<file path="src/logic/itt_consts.vh">
`ifndef ITT_CONSTS_VH
`define ITT_CONSTS_VH
// Mode word A fields
`define ITT_MA_MD 7:6
`define ITT_MA_SZ 5:4
`define ITT_MA_SM 3:2
`define ITT_MA_WB_DIS 1
`define ITT_MA_DISP 0
// Mode word B fields
`define ITT_MB_CHAIN 7
`define ITT_MB_CHAIN_ZERO 6
`define ITT_MB_IRQ_EACH 5
`define ITT_MB_SRC_AREA 4
`define ITT_MB_DM 3:2
`define ITT_MB_SEQ_END 1
`define ITT_MB_IDX_SEL 0
// Transfer modes
`define ITT_MD_NORMAL 2'h0
`define ITT_MD_REPEAT 2'h1
`define ITT_MD_BLOCK 2'h2
// Unit sizes
`define ITT_SZ_BYTE 2'h0
`define ITT_SZ_WORD 2'h1
`define ITT_SZ_LONG 2'h2
// Address stepping modes
`define ITT_AM_FIXED 2'h0
`define ITT_AM_INC 2'h2
`define ITT_AM_DEC 2'h3
// Descriptor layout, word index
`define ITT_DW_MODE 3'h0
`define ITT_DW_SRC 3'h1
`define ITT_DW_DST 3'h2
`define ITT_DW_COUNT 3'h3
`define ITT_DESC_WORDS 3'h4
`define ITT_DESC_BYTES 32'h10
// Buffer depth in units
`define ITT_FIFO_DEPTH 32
// Reset values
`define ITT_RST_WORD 32'h0
`define ITT_RST_BYTE 8'h0
`endif

</file>
<file path="src/logic/itt_engine.v">
`timescale 1ns/100ps
`include "itt_consts.vh"
// Summary of operation
// - Short mode reaches low and high 8 MB
// - Full mode reaches whole 32-bit space
// - Units are byte, word or longword
// - Block moves 1 to 256 units per activation
// - Activating vector forwarded as processor interrupt
// - Optional interrupt at the end of every activation
// - Interrupt when transfer count is exhausted
// - Event link pulse per transfer or block
// - Read skip reuses held descriptor
// - Fixed addresses are not written back
// - Write-back disable bit suppresses all write-back
// - Optional displacement added to source address
// - Module stop blocks all new activations
// - Repeat reloads start address at repeat size
// - Chaining every time or at count zero
// - First data selects sequence via index table
// - Sequence may pause at end flag, resume
module itt_engine #(
  parameter FIFO_DEPTH = `ITT_FIFO_DEPTH
) (
  input wire sys_clk,
  input wire rstn,
  input wire act_valid,
  input wire [7:0] act_vector,
  output wire act_ready,
  output reg cpu_irq_r,
  output reg [7:0] cpu_irq_vector_r,
  output reg elc_req_r,
  output reg mem_req_r,
  output reg mem_we_r,
  output reg [31:0] mem_addr_r,
  output reg [1:0] mem_size_r,
  output reg [31:0] mem_wdata_r,
  input wire mem_ack,
  input wire [31:0] mem_rdata,
  input wire module_stop,
  input wire short_address_mode,
  input wire read_skip_enable,
  input wire [31:0] vector_base,
  input wire [31:0] index_table_base,
  input wire sequence_enable,
  input wire [7:0] sequence_vector,
  input wire [31:0] address_displacement,
  output wire busy,
  output wire stopped
);
  localparam ST_IDLE = 4'h0;
  localparam ST_VEC = 4'h1;
  localparam ST_DESC = 4'h2;
  localparam ST_SET = 4'h3;
  localparam ST_XFER = 4'h4;
  localparam ST_FIN = 4'h5;
  localparam ST_WB = 4'h6;
  localparam ST_NEXT = 4'h7;
  localparam ST_IDX = 4'h8;

  reg [3:0] st_r;
  reg [7:0] mode_a_r;
  reg [7:0] mode_b_r;
  reg [7:0] rsz_r;
  reg [7:0] rem_r;
  reg [31:0] src_r;
  reg [31:0] dst_r;
  reg [15:0] tcnt_r;
  reg [31:0] desc_ptr_r;
  reg [2:0] wcnt_r;
  reg [8:0] rd_left_r;
  reg [8:0] wr_left_r;
  reg [7:0] vec_r;
  reg [7:0] last_vec_r;
  reg last_ok_r;
  reg seq_act_r;
  reg seq_paused_r;
  reg [31:0] seq_resume_r;
  reg first_r;
  reg [7:0] first_data_r;
  reg exh_r;
  reg irq_pend_r;
  reg chained_r;

  function [31:0] itt_step;
    input [31:0] a;
    input [1:0] am;
    input [1:0] sz;
    reg [31:0] inc;
    begin
      inc = 32'h1 << sz;
      if (am == `ITT_AM_INC) begin
        itt_step = a + inc;
      end else if (am == `ITT_AM_DEC) begin
        itt_step = a - inc;
      end else begin
        itt_step = a;
      end
    end
  endfunction

  function [31:0] itt_rewind;
    input [31:0] a;
    input [1:0] am;
    input [1:0] sz;
    input [8:0] n;
    reg [31:0] span;
    begin
      span = {23'h0, n} << sz;
      if (am == `ITT_AM_INC) begin
        itt_rewind = a - span;
      end else if (am == `ITT_AM_DEC) begin
        itt_rewind = a + span;
      end else begin
        itt_rewind = a;
      end
    end
  endfunction

  function [8:0] itt_span;
    input [7:0] size;
    begin
      itt_span = (size == `ITT_RST_BYTE) ? 9'h100 : {1'b0, size};
    end
  endfunction

  function [31:0] itt_mask;
    input [31:0] d;
    input [1:0] sz;
    begin
      case (sz)
        `ITT_SZ_BYTE: itt_mask = {24'h0, d[7:0]};
        `ITT_SZ_WORD: itt_mask = {16'h0, d[15:0]};
        default: itt_mask = d;
      endcase
    end
  endfunction

  wire [1:0] md = mode_a_r[`ITT_MA_MD];
  wire [1:0] sz = mode_a_r[`ITT_MA_SZ];
  wire [1:0] sm = mode_a_r[`ITT_MA_SM];
  wire [1:0] dm = mode_b_r[`ITT_MB_DM];
  wire src_area = mode_b_r[`ITT_MB_SRC_AREA];
  wire [8:0] span = itt_span(rsz_r);
  wire ack = mem_req_r && mem_ack;
  wire seq_hit = sequence_enable && (act_vector == sequence_vector);
  wire [31:0] disp = mode_a_r[`ITT_MA_DISP] ? address_displacement : `ITT_RST_WORD;
  wire [31:0] src_eff = src_r + disp;
  wire [31:0] src_bus;
  wire [31:0] dst_bus;
  wire fifo_in_ready;
  wire fifo_out_valid;
  wire [31:0] fifo_out_data;
  wire can_wr;
  wire can_rd;
  wire fifo_push;
  wire wb_need;
  wire [31:0] chain_ptr = desc_ptr_r + `ITT_DESC_BYTES;

  assign act_ready = (st_r == ST_IDLE) && !module_stop;
  assign busy = (st_r != ST_IDLE);
  assign stopped = module_stop && (st_r == ST_IDLE);
  // Writes drain when reads are done or the buffer is full
  assign can_wr = (st_r == ST_XFER) && !mem_req_r && fifo_out_valid &&
                  ((rd_left_r == 9'h0) || !fifo_in_ready);
  assign can_rd = (st_r == ST_XFER) && !mem_req_r && !can_wr &&
                  (rd_left_r != 9'h0) && fifo_in_ready;
  assign fifo_push = (st_r == ST_XFER) && ack && !mem_we_r;
  assign wb_need = !mode_a_r[`ITT_MA_WB_DIS] &&
                   !((wcnt_r == `ITT_DW_SRC) && (sm == `ITT_AM_FIXED)) &&
                   !((wcnt_r == `ITT_DW_DST) && (dm == `ITT_AM_FIXED));

  itt_addr_map u_src_map (
    .addr_in(src_eff),
    .short_mode(short_address_mode),
    .addr_out(src_bus)
  );

  itt_addr_map u_dst_map (
    .addr_in(dst_r),
    .short_mode(short_address_mode),
    .addr_out(dst_bus)
  );

  itt_fifo #(
    .WIDTH(32),
    .DEPTH(FIFO_DEPTH)
  ) u_fifo (
    .sys_clk(sys_clk),
    .rstn(rstn),
    .in_valid(fifo_push),
    .in_ready(fifo_in_ready),
    .in_data(itt_mask(mem_rdata, sz)),
    .out_valid(fifo_out_valid),
    .out_ready(can_wr),
    .out_data(fifo_out_data)
  );

  always @(posedge sys_clk or negedge rstn) begin
    if (!rstn) begin
      st_r <= ST_IDLE;
      mode_a_r <= `ITT_RST_BYTE;
      mode_b_r <= `ITT_RST_BYTE;
      rsz_r <= `ITT_RST_BYTE;
      rem_r <= `ITT_RST_BYTE;
      src_r <= `ITT_RST_WORD;
      dst_r <= `ITT_RST_WORD;
      tcnt_r <= 16'h0;
      desc_ptr_r <= `ITT_RST_WORD;
      wcnt_r <= 3'h0;
      rd_left_r <= 9'h0;
      wr_left_r <= 9'h0;
      vec_r <= `ITT_RST_BYTE;
      last_vec_r <= `ITT_RST_BYTE;
      last_ok_r <= 1'b0;
      seq_act_r <= 1'b0;
      seq_paused_r <= 1'b0;
      seq_resume_r <= `ITT_RST_WORD;
      first_r <= 1'b0;
      first_data_r <= `ITT_RST_BYTE;
      exh_r <= 1'b0;
      irq_pend_r <= 1'b0;
      chained_r <= 1'b0;
      cpu_irq_r <= 1'b0;
      cpu_irq_vector_r <= `ITT_RST_BYTE;
      elc_req_r <= 1'b0;
      mem_req_r <= 1'b0;
      mem_we_r <= 1'b0;
      mem_addr_r <= `ITT_RST_WORD;
      mem_size_r <= `ITT_SZ_LONG;
      mem_wdata_r <= `ITT_RST_WORD;
    end else begin
      cpu_irq_r <= 1'b0;
      elc_req_r <= 1'b0;
      if (ack) begin
        mem_req_r <= 1'b0;
      end
      case (st_r)
        ST_IDLE: begin
          if (act_valid && act_ready) begin
            vec_r <= act_vector;
            seq_act_r <= seq_hit;
            irq_pend_r <= 1'b0;
            chained_r <= 1'b0;
            wcnt_r <= 3'h0;
            if (seq_hit && seq_paused_r) begin
              desc_ptr_r <= seq_resume_r;
              st_r <= ST_DESC;
            end else if (read_skip_enable && last_ok_r && !seq_hit &&
                         (act_vector == last_vec_r)) begin
              st_r <= ST_SET;
            end else begin
              mem_req_r <= 1'b1;
              mem_we_r <= 1'b0;
              mem_size_r <= `ITT_SZ_LONG;
              mem_addr_r <= vector_base + {22'h0, act_vector, 2'b00};
              st_r <= ST_VEC;
            end
          end
        end
        ST_VEC: begin
          if (ack) begin
            desc_ptr_r <= mem_rdata;
            st_r <= ST_DESC;
          end
        end
        ST_DESC: begin
          if (ack) begin
            case (wcnt_r)
              `ITT_DW_MODE: begin
                mode_a_r <= mem_rdata[31:24];
                mode_b_r <= mem_rdata[23:16];
                rsz_r <= mem_rdata[15:8];
                rem_r <= mem_rdata[7:0];
              end
              `ITT_DW_SRC: src_r <= mem_rdata;
              `ITT_DW_DST: dst_r <= mem_rdata;
              default: tcnt_r <= mem_rdata[15:0];
            endcase
            wcnt_r <= wcnt_r + 3'h1;
            if (wcnt_r == `ITT_DW_COUNT) begin
              st_r <= ST_SET;
            end
          end else if (!mem_req_r) begin
            mem_req_r <= 1'b1;
            mem_we_r <= 1'b0;
            mem_size_r <= `ITT_SZ_LONG;
            mem_addr_r <= desc_ptr_r + {27'h0, wcnt_r, 2'b00};
          end
        end
        ST_SET: begin
          rd_left_r <= (md == `ITT_MD_BLOCK) ? span : 9'h1;
          wr_left_r <= (md == `ITT_MD_BLOCK) ? span : 9'h1;
          first_r <= 1'b1;
          st_r <= ST_XFER;
        end
        ST_XFER: begin
          if (can_rd) begin
            mem_req_r <= 1'b1;
            mem_we_r <= 1'b0;
            mem_size_r <= sz;
            mem_addr_r <= src_bus;
          end
          if (can_wr) begin
            mem_req_r <= 1'b1;
            mem_we_r <= 1'b1;
            mem_size_r <= sz;
            mem_addr_r <= dst_bus;
            mem_wdata_r <= fifo_out_data;
          end
          if (ack && !mem_we_r) begin
            src_r <= itt_step(src_r, sm, sz);
            rd_left_r <= rd_left_r - 9'h1;
            first_r <= 1'b0;
            if (first_r) begin
              first_data_r <= mem_rdata[7:0];
            end
          end
          if (ack && mem_we_r) begin
            dst_r <= itt_step(dst_r, dm, sz);
            wr_left_r <= wr_left_r - 9'h1;
            if (wr_left_r == 9'h1) begin
              st_r <= ST_FIN;
            end
          end
        end
        ST_FIN: begin
          elc_req_r <= 1'b1;
          wcnt_r <= 3'h0;
          st_r <= ST_WB;
          if (md == `ITT_MD_REPEAT) begin
            exh_r <= 1'b0;
            irq_pend_r <= irq_pend_r | mode_b_r[`ITT_MB_IRQ_EACH];
            if (rem_r == 8'h1) begin
              rem_r <= rsz_r;
              if (src_area) begin
                src_r <= itt_rewind(src_r, sm, sz, span);
              end else begin
                dst_r <= itt_rewind(dst_r, dm, sz, span);
              end
            end else begin
              rem_r <= rem_r - 8'h1;
            end
          end else begin
            tcnt_r <= tcnt_r - 16'h1;
            exh_r <= (tcnt_r == 16'h1);
            irq_pend_r <= irq_pend_r | mode_b_r[`ITT_MB_IRQ_EACH] |
                          (tcnt_r == 16'h1);
            if (md == `ITT_MD_BLOCK) begin
              if (src_area) begin
                src_r <= itt_rewind(src_r, sm, sz, span);
              end else begin
                dst_r <= itt_rewind(dst_r, dm, sz, span);
              end
            end
          end
        end
        ST_WB: begin
          if (ack) begin
            wcnt_r <= wcnt_r + 3'h1;
          end else if (!mem_req_r) begin
            if (wcnt_r == `ITT_DESC_WORDS) begin
              st_r <= ST_NEXT;
            end else if (wb_need) begin
              mem_req_r <= 1'b1;
              mem_we_r <= 1'b1;
              mem_size_r <= `ITT_SZ_LONG;
              mem_addr_r <= desc_ptr_r + {27'h0, wcnt_r, 2'b00};
              case (wcnt_r)
                `ITT_DW_MODE: mem_wdata_r <= {mode_a_r, mode_b_r, rsz_r, rem_r};
                `ITT_DW_SRC: mem_wdata_r <= src_r;
                `ITT_DW_DST: mem_wdata_r <= dst_r;
                default: mem_wdata_r <= {16'h0, tcnt_r};
              endcase
            end else begin
              wcnt_r <= wcnt_r + 3'h1;
            end
          end
        end
        ST_NEXT: begin
          wcnt_r <= 3'h0;
          if (seq_act_r && mode_b_r[`ITT_MB_IDX_SEL]) begin
            mem_req_r <= 1'b1;
            mem_we_r <= 1'b0;
            mem_size_r <= `ITT_SZ_LONG;
            mem_addr_r <= index_table_base + {22'h0, first_data_r, 2'b00};
            chained_r <= 1'b1;
            st_r <= ST_IDX;
          end else if (mode_b_r[`ITT_MB_CHAIN] &&
                       !(seq_act_r && mode_b_r[`ITT_MB_SEQ_END]) &&
                       (!mode_b_r[`ITT_MB_CHAIN_ZERO] || exh_r)) begin
            desc_ptr_r <= chain_ptr;
            chained_r <= 1'b1;
            st_r <= ST_DESC;
          end else begin
            if (seq_act_r) begin
              seq_paused_r <= mode_b_r[`ITT_MB_SEQ_END] && mode_b_r[`ITT_MB_CHAIN];
              seq_resume_r <= chain_ptr;
            end
            cpu_irq_r <= irq_pend_r;
            cpu_irq_vector_r <= vec_r;
            last_vec_r <= vec_r;
            last_ok_r <= !chained_r && !seq_act_r;
            st_r <= ST_IDLE;
          end
        end
        ST_IDX: begin
          if (ack) begin
            desc_ptr_r <= mem_rdata;
            st_r <= ST_DESC;
          end
        end
        default: begin
          st_r <= ST_IDLE;
        end
      endcase
    end
  end
endmodule

</file>
<file path="src/logic/itt_fifo.v">
`timescale 1ns/100ps
module itt_fifo #(
  parameter WIDTH = 32,
  parameter DEPTH = 32
) (
  input wire sys_clk,
  input wire rstn,
  input wire in_valid,
  output wire in_ready,
  input wire [WIDTH-1:0] in_data,
  output wire out_valid,
  input wire out_ready,
  output wire [WIDTH-1:0] out_data
);
  localparam AW = $clog2(DEPTH);
  reg [WIDTH-1:0] mem [0:DEPTH-1];
  reg [AW-1:0] wr_ptr_r;
  reg [AW-1:0] rd_ptr_r;
  reg [AW:0] fill_r;
  wire push;
  wire pop;

  assign in_ready = (fill_r != DEPTH[AW:0]);
  assign out_valid = (fill_r != {(AW+1){1'b0}});
  assign out_data = mem[rd_ptr_r];
  assign push = in_valid && in_ready;
  assign pop = out_valid && out_ready;

  always @(posedge sys_clk) begin
    if (push) begin
      mem[wr_ptr_r] <= in_data;
    end
  end

  always @(posedge sys_clk or negedge rstn) begin
    if (!rstn) begin
      wr_ptr_r <= {AW{1'b0}};
      rd_ptr_r <= {AW{1'b0}};
      fill_r <= {(AW+1){1'b0}};
    end else begin
      if (push) begin
        wr_ptr_r <= (wr_ptr_r == DEPTH[AW-1:0] - 1'b1) ? {AW{1'b0}} : wr_ptr_r + 1'b1;
      end
      if (pop) begin
        rd_ptr_r <= (rd_ptr_r == DEPTH[AW-1:0] - 1'b1) ? {AW{1'b0}} : rd_ptr_r + 1'b1;
      end
      if (push && !pop) begin
        fill_r <= fill_r + 1'b1;
      end else if (pop && !push) begin
        fill_r <= fill_r - 1'b1;
      end
    end
  end
endmodule

</file>
<file path="src/logic/itt_addr_map.v">
`timescale 1ns/100ps
module itt_addr_map (
  input wire [31:0] addr_in,
  input wire short_mode,
  output wire [31:0] addr_out
);
  // Short mode sign-extends bit 23: low and high 8 MB windows
  assign addr_out = short_mode ? {{8{addr_in[23]}}, addr_in[23:0]} : addr_in;
endmodule

</file>
<file path="config.mk">
export PLATFORM = sky130hd
export DESIGN_NAME = itt_engine
export DESIGN_NICKNAME = d
export VERILOG_FILES = /design/src/logic/itt_engine.v /design/src/logic/itt_fifo.v /design/src/logic/itt_addr_map.v
export VERILOG_INCLUDE_DIRS = /design/src /design/src/logic
export SDC_FILE = /design/constraint.sdc
export NUM_CORES = 2
export LEC_CHECK = 0
export BUFFER_PORTS_ARGS = -buffer_cell sky130_fd_sc_hd__buf_2
export CORE_ASPECT_RATIO = 1.4
export CORE_UTILIZATION = 45
export DETAILED_ROUTE_END_ITERATION = 8
export PLACE_DENSITY = 0.7
export SLEW_MARGIN = 40
export SYNTH_ARGS = -nofsm -noshare
export SYNTH_HDL_FRONTEND = slang
export SYNTH_SLANG_ARGS = --single-unit
</file>
<file path="constraint.sdc">
create_clock -name sys_clk -period 4.72 [get_ports sys_clk]
set_input_delay 0.708 -clock sys_clk [delete_from_list [all_inputs] [get_ports sys_clk]]
set_output_delay 0.708 -clock sys_clk [all_outputs]
set_load 0.03 [all_outputs]
</file>
==> Word-level counts from Yosys, hierarchy flattened <==
Memories as Yosys holds them, arrays and structs flattened.
Index checks and enable logic that the tools add are counted.
{ "totals": {"rom_bits": 0, "latchBits": 0, "ramBits": 1024, "output_inout_bits": 81, "n_memories": 1, "in_bits": 152, "regBits": 318, "wordCells": 365} }
{ "mem_list": {"columns": ["memory", "depth", "word_bits", "rd", "rd_clocked_by_memory_dff", "write_ports", "line", "source"], "rows": [
  ["u_fifo.mem", 32, 32, 1, 0, 1, "itt_fifo.v:16", "reg [WIDTH-1:0] mem [0:DEPTH-1];"]
]} }
{ "classes": {"n_div": 0, "n_eq_ne": 63, "magnitude_cmp": 0, "reduce_logical": 91, "bitwise_logic": 4, "n_mul": 0, "n_shift": 2, "addsub": 22, "n_mux": 149} }
{ "op_table": {"columns": ["cell", "count"], "rows": [
  ["two-way mux 32 bit", 47],
  ["case mux 32 bit (3 select lines)", 4],
  ["adder 32 bit", 5],
  ["case mux 32 bit (5 select lines)", 1],
  ["case mux 32 bit (2 select lines)", 2],
  ["subtractor 32 bit", 4],
  ["adder 32 x 10 -> 32 bit", 2],
  ["two-way mux 16 bit", 3],
  ["!= test 2 bit (second input constant)", 21],
  ["two-way mux 4 bit", 10],
  ["two-way mux 1 bit", 37],
  ["two-way mux 9 bit", 4],
  ["case mux 9 bit (2 select lines)", 2],
  ["logical AND 1 bit", 33],
  ["adder 32 x 5 -> 32 bit", 1],
  ["adder 32 x 5 -> 32 bit (second input constant)", 1],
  ["two-way mux 8 bit", 4],
  ["case mux 16 bit (2 select lines)", 1],
  ["case mux 4 bit (8 select lines)", 1],
  ["<< shifter 1 x 2 -> 32 bit (first input constant)", 1],
  ["<< shifter 9 x 2 -> 32 bit", 1],
  ["two-way mux 2 bit", 15],
  ["!= test 3 bit (second input constant)", 7],
  ["two-way mux 3 bit", 6],
  ["55 further kinds", 118]
]} }

==> Longest topological paths before layout <==
{ "depth": {"depth_word": 11, "mapped_depth": 22, "mapped_depth_nobuf": 20} }

==> Cells and area by module <==
From an unflattened synthesis, not the netlist that was laid out.
{ "unflattened": {"hier_cells": 5060, "hier_area_um2": 64939.8} }
{ "modules_own_cells": {"columns": ["module", "seq_area_each_um2", "area_per_inst_um2", "instances", "cells_each"], "rows": [
  ["itt_fifo", 31149.9, 40284.9, 1, 2030],
  ["itt_engine", 7558.5, 24031.8, 1, 2964],
  ["itt_addr_map", 0.0, 311.5, 2, 33]
]} }

==> Least setup slack after synthesis <==
OpenSTA, ideal clock, no wires.
{ "synth_path": {"kind": "register -> register", "startpoint": "reg mode_a_r[4]", "endpoint": "reg dst_r[24]", "n_path_buf": 2, "path_stages_with_launch": 20, "arrival_time_ps": 4885, "period_less_slack_ps": 4951, "path_slack_ps": -231, "required_time_ps": 4654, "setup_ps": 66, "path_cell_list": "dfrtp_1 > clkbuf_1 > mux2_2 > o21ai_0 > nand3_1 > nor3_1 > and3_1 > clkbuf_1 > a31oi_1 > a22oi_1 > ha_1 > a21oi_1 > nand2_1 > a221oi_1 > o21ai_1 > a311oi_2 > o21ai_0 > a2111o_1 > o211ai_1 > o311a_1"} }
{ "synth_between": {"elab_chain_len": 8, "elab_cells_between_ends": 16, "cone_classes": "add/sub (4); shift (2); mux (10)"} }
{ "synth_lines": {"columns": ["item", "line", "source"], "rows": [
  ["start, declared", "itt_engine.v:61", "reg [7:0] mode_a_r;"],
  ["start signal, assigned", "itt_engine.v:201", "mode_a_r <= `ITT_RST_BYTE;"],
  ["start signal, assigned", "itt_engine.v:270", "mode_a_r <= mem_rdata[31:24];"],
  ["<< shifter 9 x 2 -> 32 bit", "itt_engine.v:108", "span = {23'h0, n} << sz;"],
  ["adder 32 bit", "itt_engine.v:112", "itt_rewind = a + span;"],
  ["two-way mux 32 bit", "itt_engine.v:111", "end else if (am == `ITT_AM_DEC) begin"],
  ["two-way mux 32 bit", "itt_engine.v:109", "if (am == `ITT_AM_INC) begin"],
  ["two-way mux 32 bit", "itt_engine.v:335, itt_engine.v:349", null],
  ["two-way mux 32 bit, on equally long branches", "itt_engine.v:348, itt_engine.v:333", null],
  ["two-way mux 32 bit", "itt_engine.v:330", "if (md == `ITT_MD_REPEAT) begin"],
  ["case mux 32 bit (3 select lines) *", "itt_engine.v:237", "case (st_r)"],
  ["end signal, assigned", "itt_engine.v:319", "dst_r <= itt_step(dst_r, dm, sz);"],
  ["end signal, assigned", "itt_engine.v:338", "dst_r <= itt_rewind(dst_r, dm, sz, span);"],
  ["end signal, assigned", "itt_engine.v:352", "dst_r <= itt_rewind(dst_r, dm, sz, span);"],
  ["end, declared", "itt_engine.v:66", "reg [31:0] dst_r;"]
]} }
Every way passes the cells marked *; elsewhere a longest branch is shown, timed or not. The select of a mux whose other input is x is not followed.
A chain may end at the register's enable or synchronous reset.

==> Final worst setup path <==
{ "layout_path": {"startpoint": "reg rsz_r[4]", "endpoint": "reg dst_r[23]"} }
{ "layout_between": {"elab_chain_len": 10, "elab_cells_between_ends": 12, "cone_classes": "add/sub (2); shift (1); mux (8); reduce/logical (1)"} }
{ "layout_lines": {"columns": ["item", "line", "source"], "rows": [
  ["start, declared", "itt_engine.v:63", "reg [7:0] rsz_r;"],
  ["start signal, assigned", "itt_engine.v:203", "rsz_r <= `ITT_RST_BYTE;"],
  ["start signal, assigned", "itt_engine.v:272", "rsz_r <= mem_rdata[15:8];"],
  ["zero test 8 bit (no line)", null, null],
  ["two-way mux 9 bit *", "itt_engine.v:122", "itt_span = (size == `ITT_RST_BYTE) ? 9'h100 : {1'b0, size};"],
  ["<< shifter 9 x 2 -> 32 bit *", "itt_engine.v:108", null],
  ["adder 32 bit", "itt_engine.v:112", null],
  ["two-way mux 32 bit", "itt_engine.v:111", null],
  ["two-way mux 32 bit *", "itt_engine.v:109", null],
  ["two-way mux 32 bit *", "itt_engine.v:335, itt_engine.v:349", null],
  ["two-way mux 32 bit, on equally long branches", "itt_engine.v:348, itt_engine.v:333", null],
  ["two-way mux 32 bit *", "itt_engine.v:330", null],
  ["case mux 32 bit (3 select lines) *", "itt_engine.v:237", null]
]} }
Marked as above.

==> metrics.md <==
| Metric | Value |
|---|---|
| CTS clock-pin slew for the worst setup and hold paths | 0.07 ns |
| GPL Wtd Cong | 1.02 |
| Net Count, Synth | 4,975 |
| TritonCTS clock tree | built |
| Logic pwr share | 0.477 |
| Sw Ratio | 0.415 |
| Core Footprint | 141,000 um2 |
| Setup violators final | 0 |
| Overall Global Routing Usage | 0.303 |
| Worst Reg-to-Reg Cells | 17 |
| Outcome | completed |
| Via count | 44,503 |
| Endpoint of the worst-slack reg-to-reg timing path | dst_r[23] |
| Worst hold path type | in -> reg |
| Slew HR | 0.333 |
| Worst-Margin Slew | 0.990 ns |
| Iter 0 DRT Violations | 4,717 |
| Slack of the critical path | 0.199 ns |
| Io pins | 233 |
| # rows | 163 |
| Num CTS Buffers | 120 |
| Setup CP Type | reg -> reg |
| Synthesis-stage register bit count | 1,342 |
| Worst IR Drop VDD | 0.471 mV |
| PD cells | 697 nW/um2 |
| Unique masters post-synth | 85 |
| Post-DP HPWL | 150,000 um |
| Sequential share of the synthesized area | 0.604 |
| Netlist Area Pre-Place | 64,100 um2 |
| Startpoint Class | register |
| Mapped Avg Cell Area | 13.7 um2 |
| Worst-Skew Late Latency | 0.78 ns |
| Commonest non-fill, non-tap cell in the layout | edfxtp_1 |
| Async SR Flop Fraction | 0.237 |
| CP Max Fanout | 9 |
| First-pass GRT wire length | 312,000 um |
| DRC viols | 0 |
| Clk buf depth | 3 |
| Clock Power Share | 0.202 |
| Most frequent cells in the layout | edfxtp_1, nand2_1, mux4_2, o21ai_0, dfrtp_1 |
| Worst EP required | 5.35 ns |
| Top_reg_cell synth | edfxtp_1 |
| Layout area overhead | 15.6% |
| Minimum clock period | 4.52 ns |
| DP Cell Count | 6,824 |
| Max Cap Violations | 0 |
| WL per Instance | 31.1 um |
| Fmax achieved | 221 MHz |
| Number of global-route vias before repair | 44,375 |
| Final Skew | 0.0348 ns |
| Nets | 5,355 |
| Worst endpoint data arrival time | 5.15 ns |
| Starting Density | 0.454 |
| Yosys warnings | 0 |
| Slew Limit Fails | 0 |
| Remaining Overflow, GRT | 0 |
| Cell count after synthesis | 4,673 |
| Internal power | 30.2 mW |
| Die Ht | 449 um |
| Post-route ant nets | 0 |
| # clock sinks | 1,342 |
| Full die area | 144,000 um2 |
| Crit. Startpoint | rsz_r[4] |
| Max H-tree Level | 3 |
| Leakage power | 26.2 nW |
| EDFF count, synth | 1,024 |
| PortBufs | 232 |
| Fraction of layout cells with a size suffix above 1 | 0.238 |
| Critical path endpoint | dst_r[23] |
| Reg2Reg Setup Slack | 0.20 ns |
| Period utilization | 0.958 |
| Placement Setup Slack | -0.0153 ns |
| DR vias/cell | 6.30 |
| Hold Fails Final Rpt | 0 |
| Sw power | 21.4 mW |
| Initial antenna violation count | 22 |
| Finished Layout Cells | 7,069 |
| CP endpoint kind | register |
| Die Span X | 321 um |
| Flop pwr share | 0.321 |
| Post-Route WL | 220,000 um |
| Pre-antenna DRT Iters | 5 |
| Clock root buffer | clkbuf_16 |
| Worst flop-to-flop path startpoint | rsz_r[4] |
| Largest net degree at the start of global routing | 97 |
worst max-delay path, cell delays in order, from the launching register on:
cell and delay, ns:
dfrtp_1 0.38, or4_1 0.60, o31ai_2 0.24, buf_4 0.15, nand2_1 0.13, and3_1 0.21
a31oi_2 0.29, buf_6 0.19, a22oi_1 0.10, ha_1 0.41, and3_1 0.24, and3_1 0.21
a2111oi_2 0.40, buf_4 0.21, o31ai_1 0.08, a21oi_1 0.22, mux2i_1 0.23, o211ai_1 0.11
cell usage after synthesis, drive strengths merged, types with 16 or more instances:
library cell  count  area (um2)
inv              93         349
a211oi           29         218
o21ai           318        1590
a22o             20         175
and2             71         444
xor2             60         526
nor2            287        1080
edfxtp         1024       30700
buf              49         203
nand2           403        1520
a31oi            63         394
o31ai            16         120
mux4            320        7210
o21a             16         120
clkbuf          211         793
o22ai            33         206
nand3            84         420
nor4             19         125
ha              143        1790
nand3b           16         120
mux2             66         743
a21oi           266        1330
nor2b            26         163
and3             42         263
a21o             59         443
nor3             67         335
a221o            17         170
a22oi            44         330
o211ai           20         150
nand4            29         181
mux2i            36         360
a221oi           41         359
o221ai           17         149
nand2b           26         163
dfrtp           317        7930
xnor2           154        1350
or3              16         100
timing repair:
action,4_1_cts,5_1_grt
buffers inserted,0,1
endpoints found under the setup margin,1,32
hold endpoints to repair,66,0
resized for setup,1,26
hold buffers,1,0
pin swaps,0,2
power groups by stage:
stage	Clock (mW)	Combinational [mW]	Sequential, mW
after floorplan	0	14.9	16.2
after global placement	0	23.7	16.7
after detailed placement	0	23.9	16.7
after CTS	10.5	24.0	16.5
after global routing	11.0	26.3	16.6
final	10.4	24.6	16.6
state kept, by name (all words and copies together), names as in the netlist, 9 cells and up:
register,flops
mem_wdata_r,32
dst_r,32
wr_left_r,9
u_fifo.mem,1024
tcnt_r,16
desc_ptr_r,32
rd_left_r,9
seq_resume_r,32
src_r,32
mem_addr_r,32
per-stage QoR:
stage	area [um2]	hold slack (ns)	TNS [ns]	utilization	total power, mW
floorplan	64100	0.412	0	-	31.1
global placement	69600	0.457	-0.0114	0.493	40.4
detailed placement	69700	0.465	-0.0153	0.494	40.6
CTS	73900	0.234	0	0.523	51.0
global route	74100	0.277	-0.108	0.525	53.9
finish	74100	0.284	0	0.525	51.6
cells by family (layout without fill, tap and decap cells):
group / after synthesis / in the layout / synth area share
AO/OA/AOI/OAI: 1050 / 1050 / 0.103
XOR/XNOR: 214 / 214 / 0.0292
adder cells (fa/ha/maj): 150 / 150 / 0.0301
buffers and inverters: 355 / 841 / 0.0211
flip-flops: 1342 / 1342 / 0.604
multiplexers: 422 / 422 / 0.130
other: 0 / 13 / 0
AND/OR/NAND/NOR: 1140 / 1140 / 0.0834
metal layers:
layer  global-route usage  vias to the layer above  wire length (um)
met5                    0                        -                76
met4                0.235                       10             19300
met3               0.0543                      718             17200
met1                0.341                    22395             74800
li1                     -                    18914                 -
met2                0.508                     2466            108000
final cells by class:
class                   count  area (um2)
clock inverters            89        1060
diodes                     13        32.5
multi-input cells        2976       24600
well taps                1897        2370
fillers                 11641       67100
repair buffers            518        3790
inverters                  95         357
clock buffers             139        3110
flip-flops and latches   1342       38700
how the worst min path moves through the flow:
| stage | startpoint | endpoint | slack (ns) | cells past startpoint |
|---|---|---|---|---|
| after CTS | act_vector[3] | vec_r[3] | 0.23 | 2 |
| after floorplan | rstn | chained_r | 0.41 | 0 |
| after global placement | seq_resume_r[2] | seq_resume_r[2] | 0.46 | 2 |
| after global routing | act_vector[7] | vec_r[7] | 0.28 | 2 |
| final | act_vector[3] | vec_r[3] | 0.28 | 2 |
| after detailed placement | chained_r | last_ok_r | 0.46 | 1 |
Power figures use the tool's default switching activity.
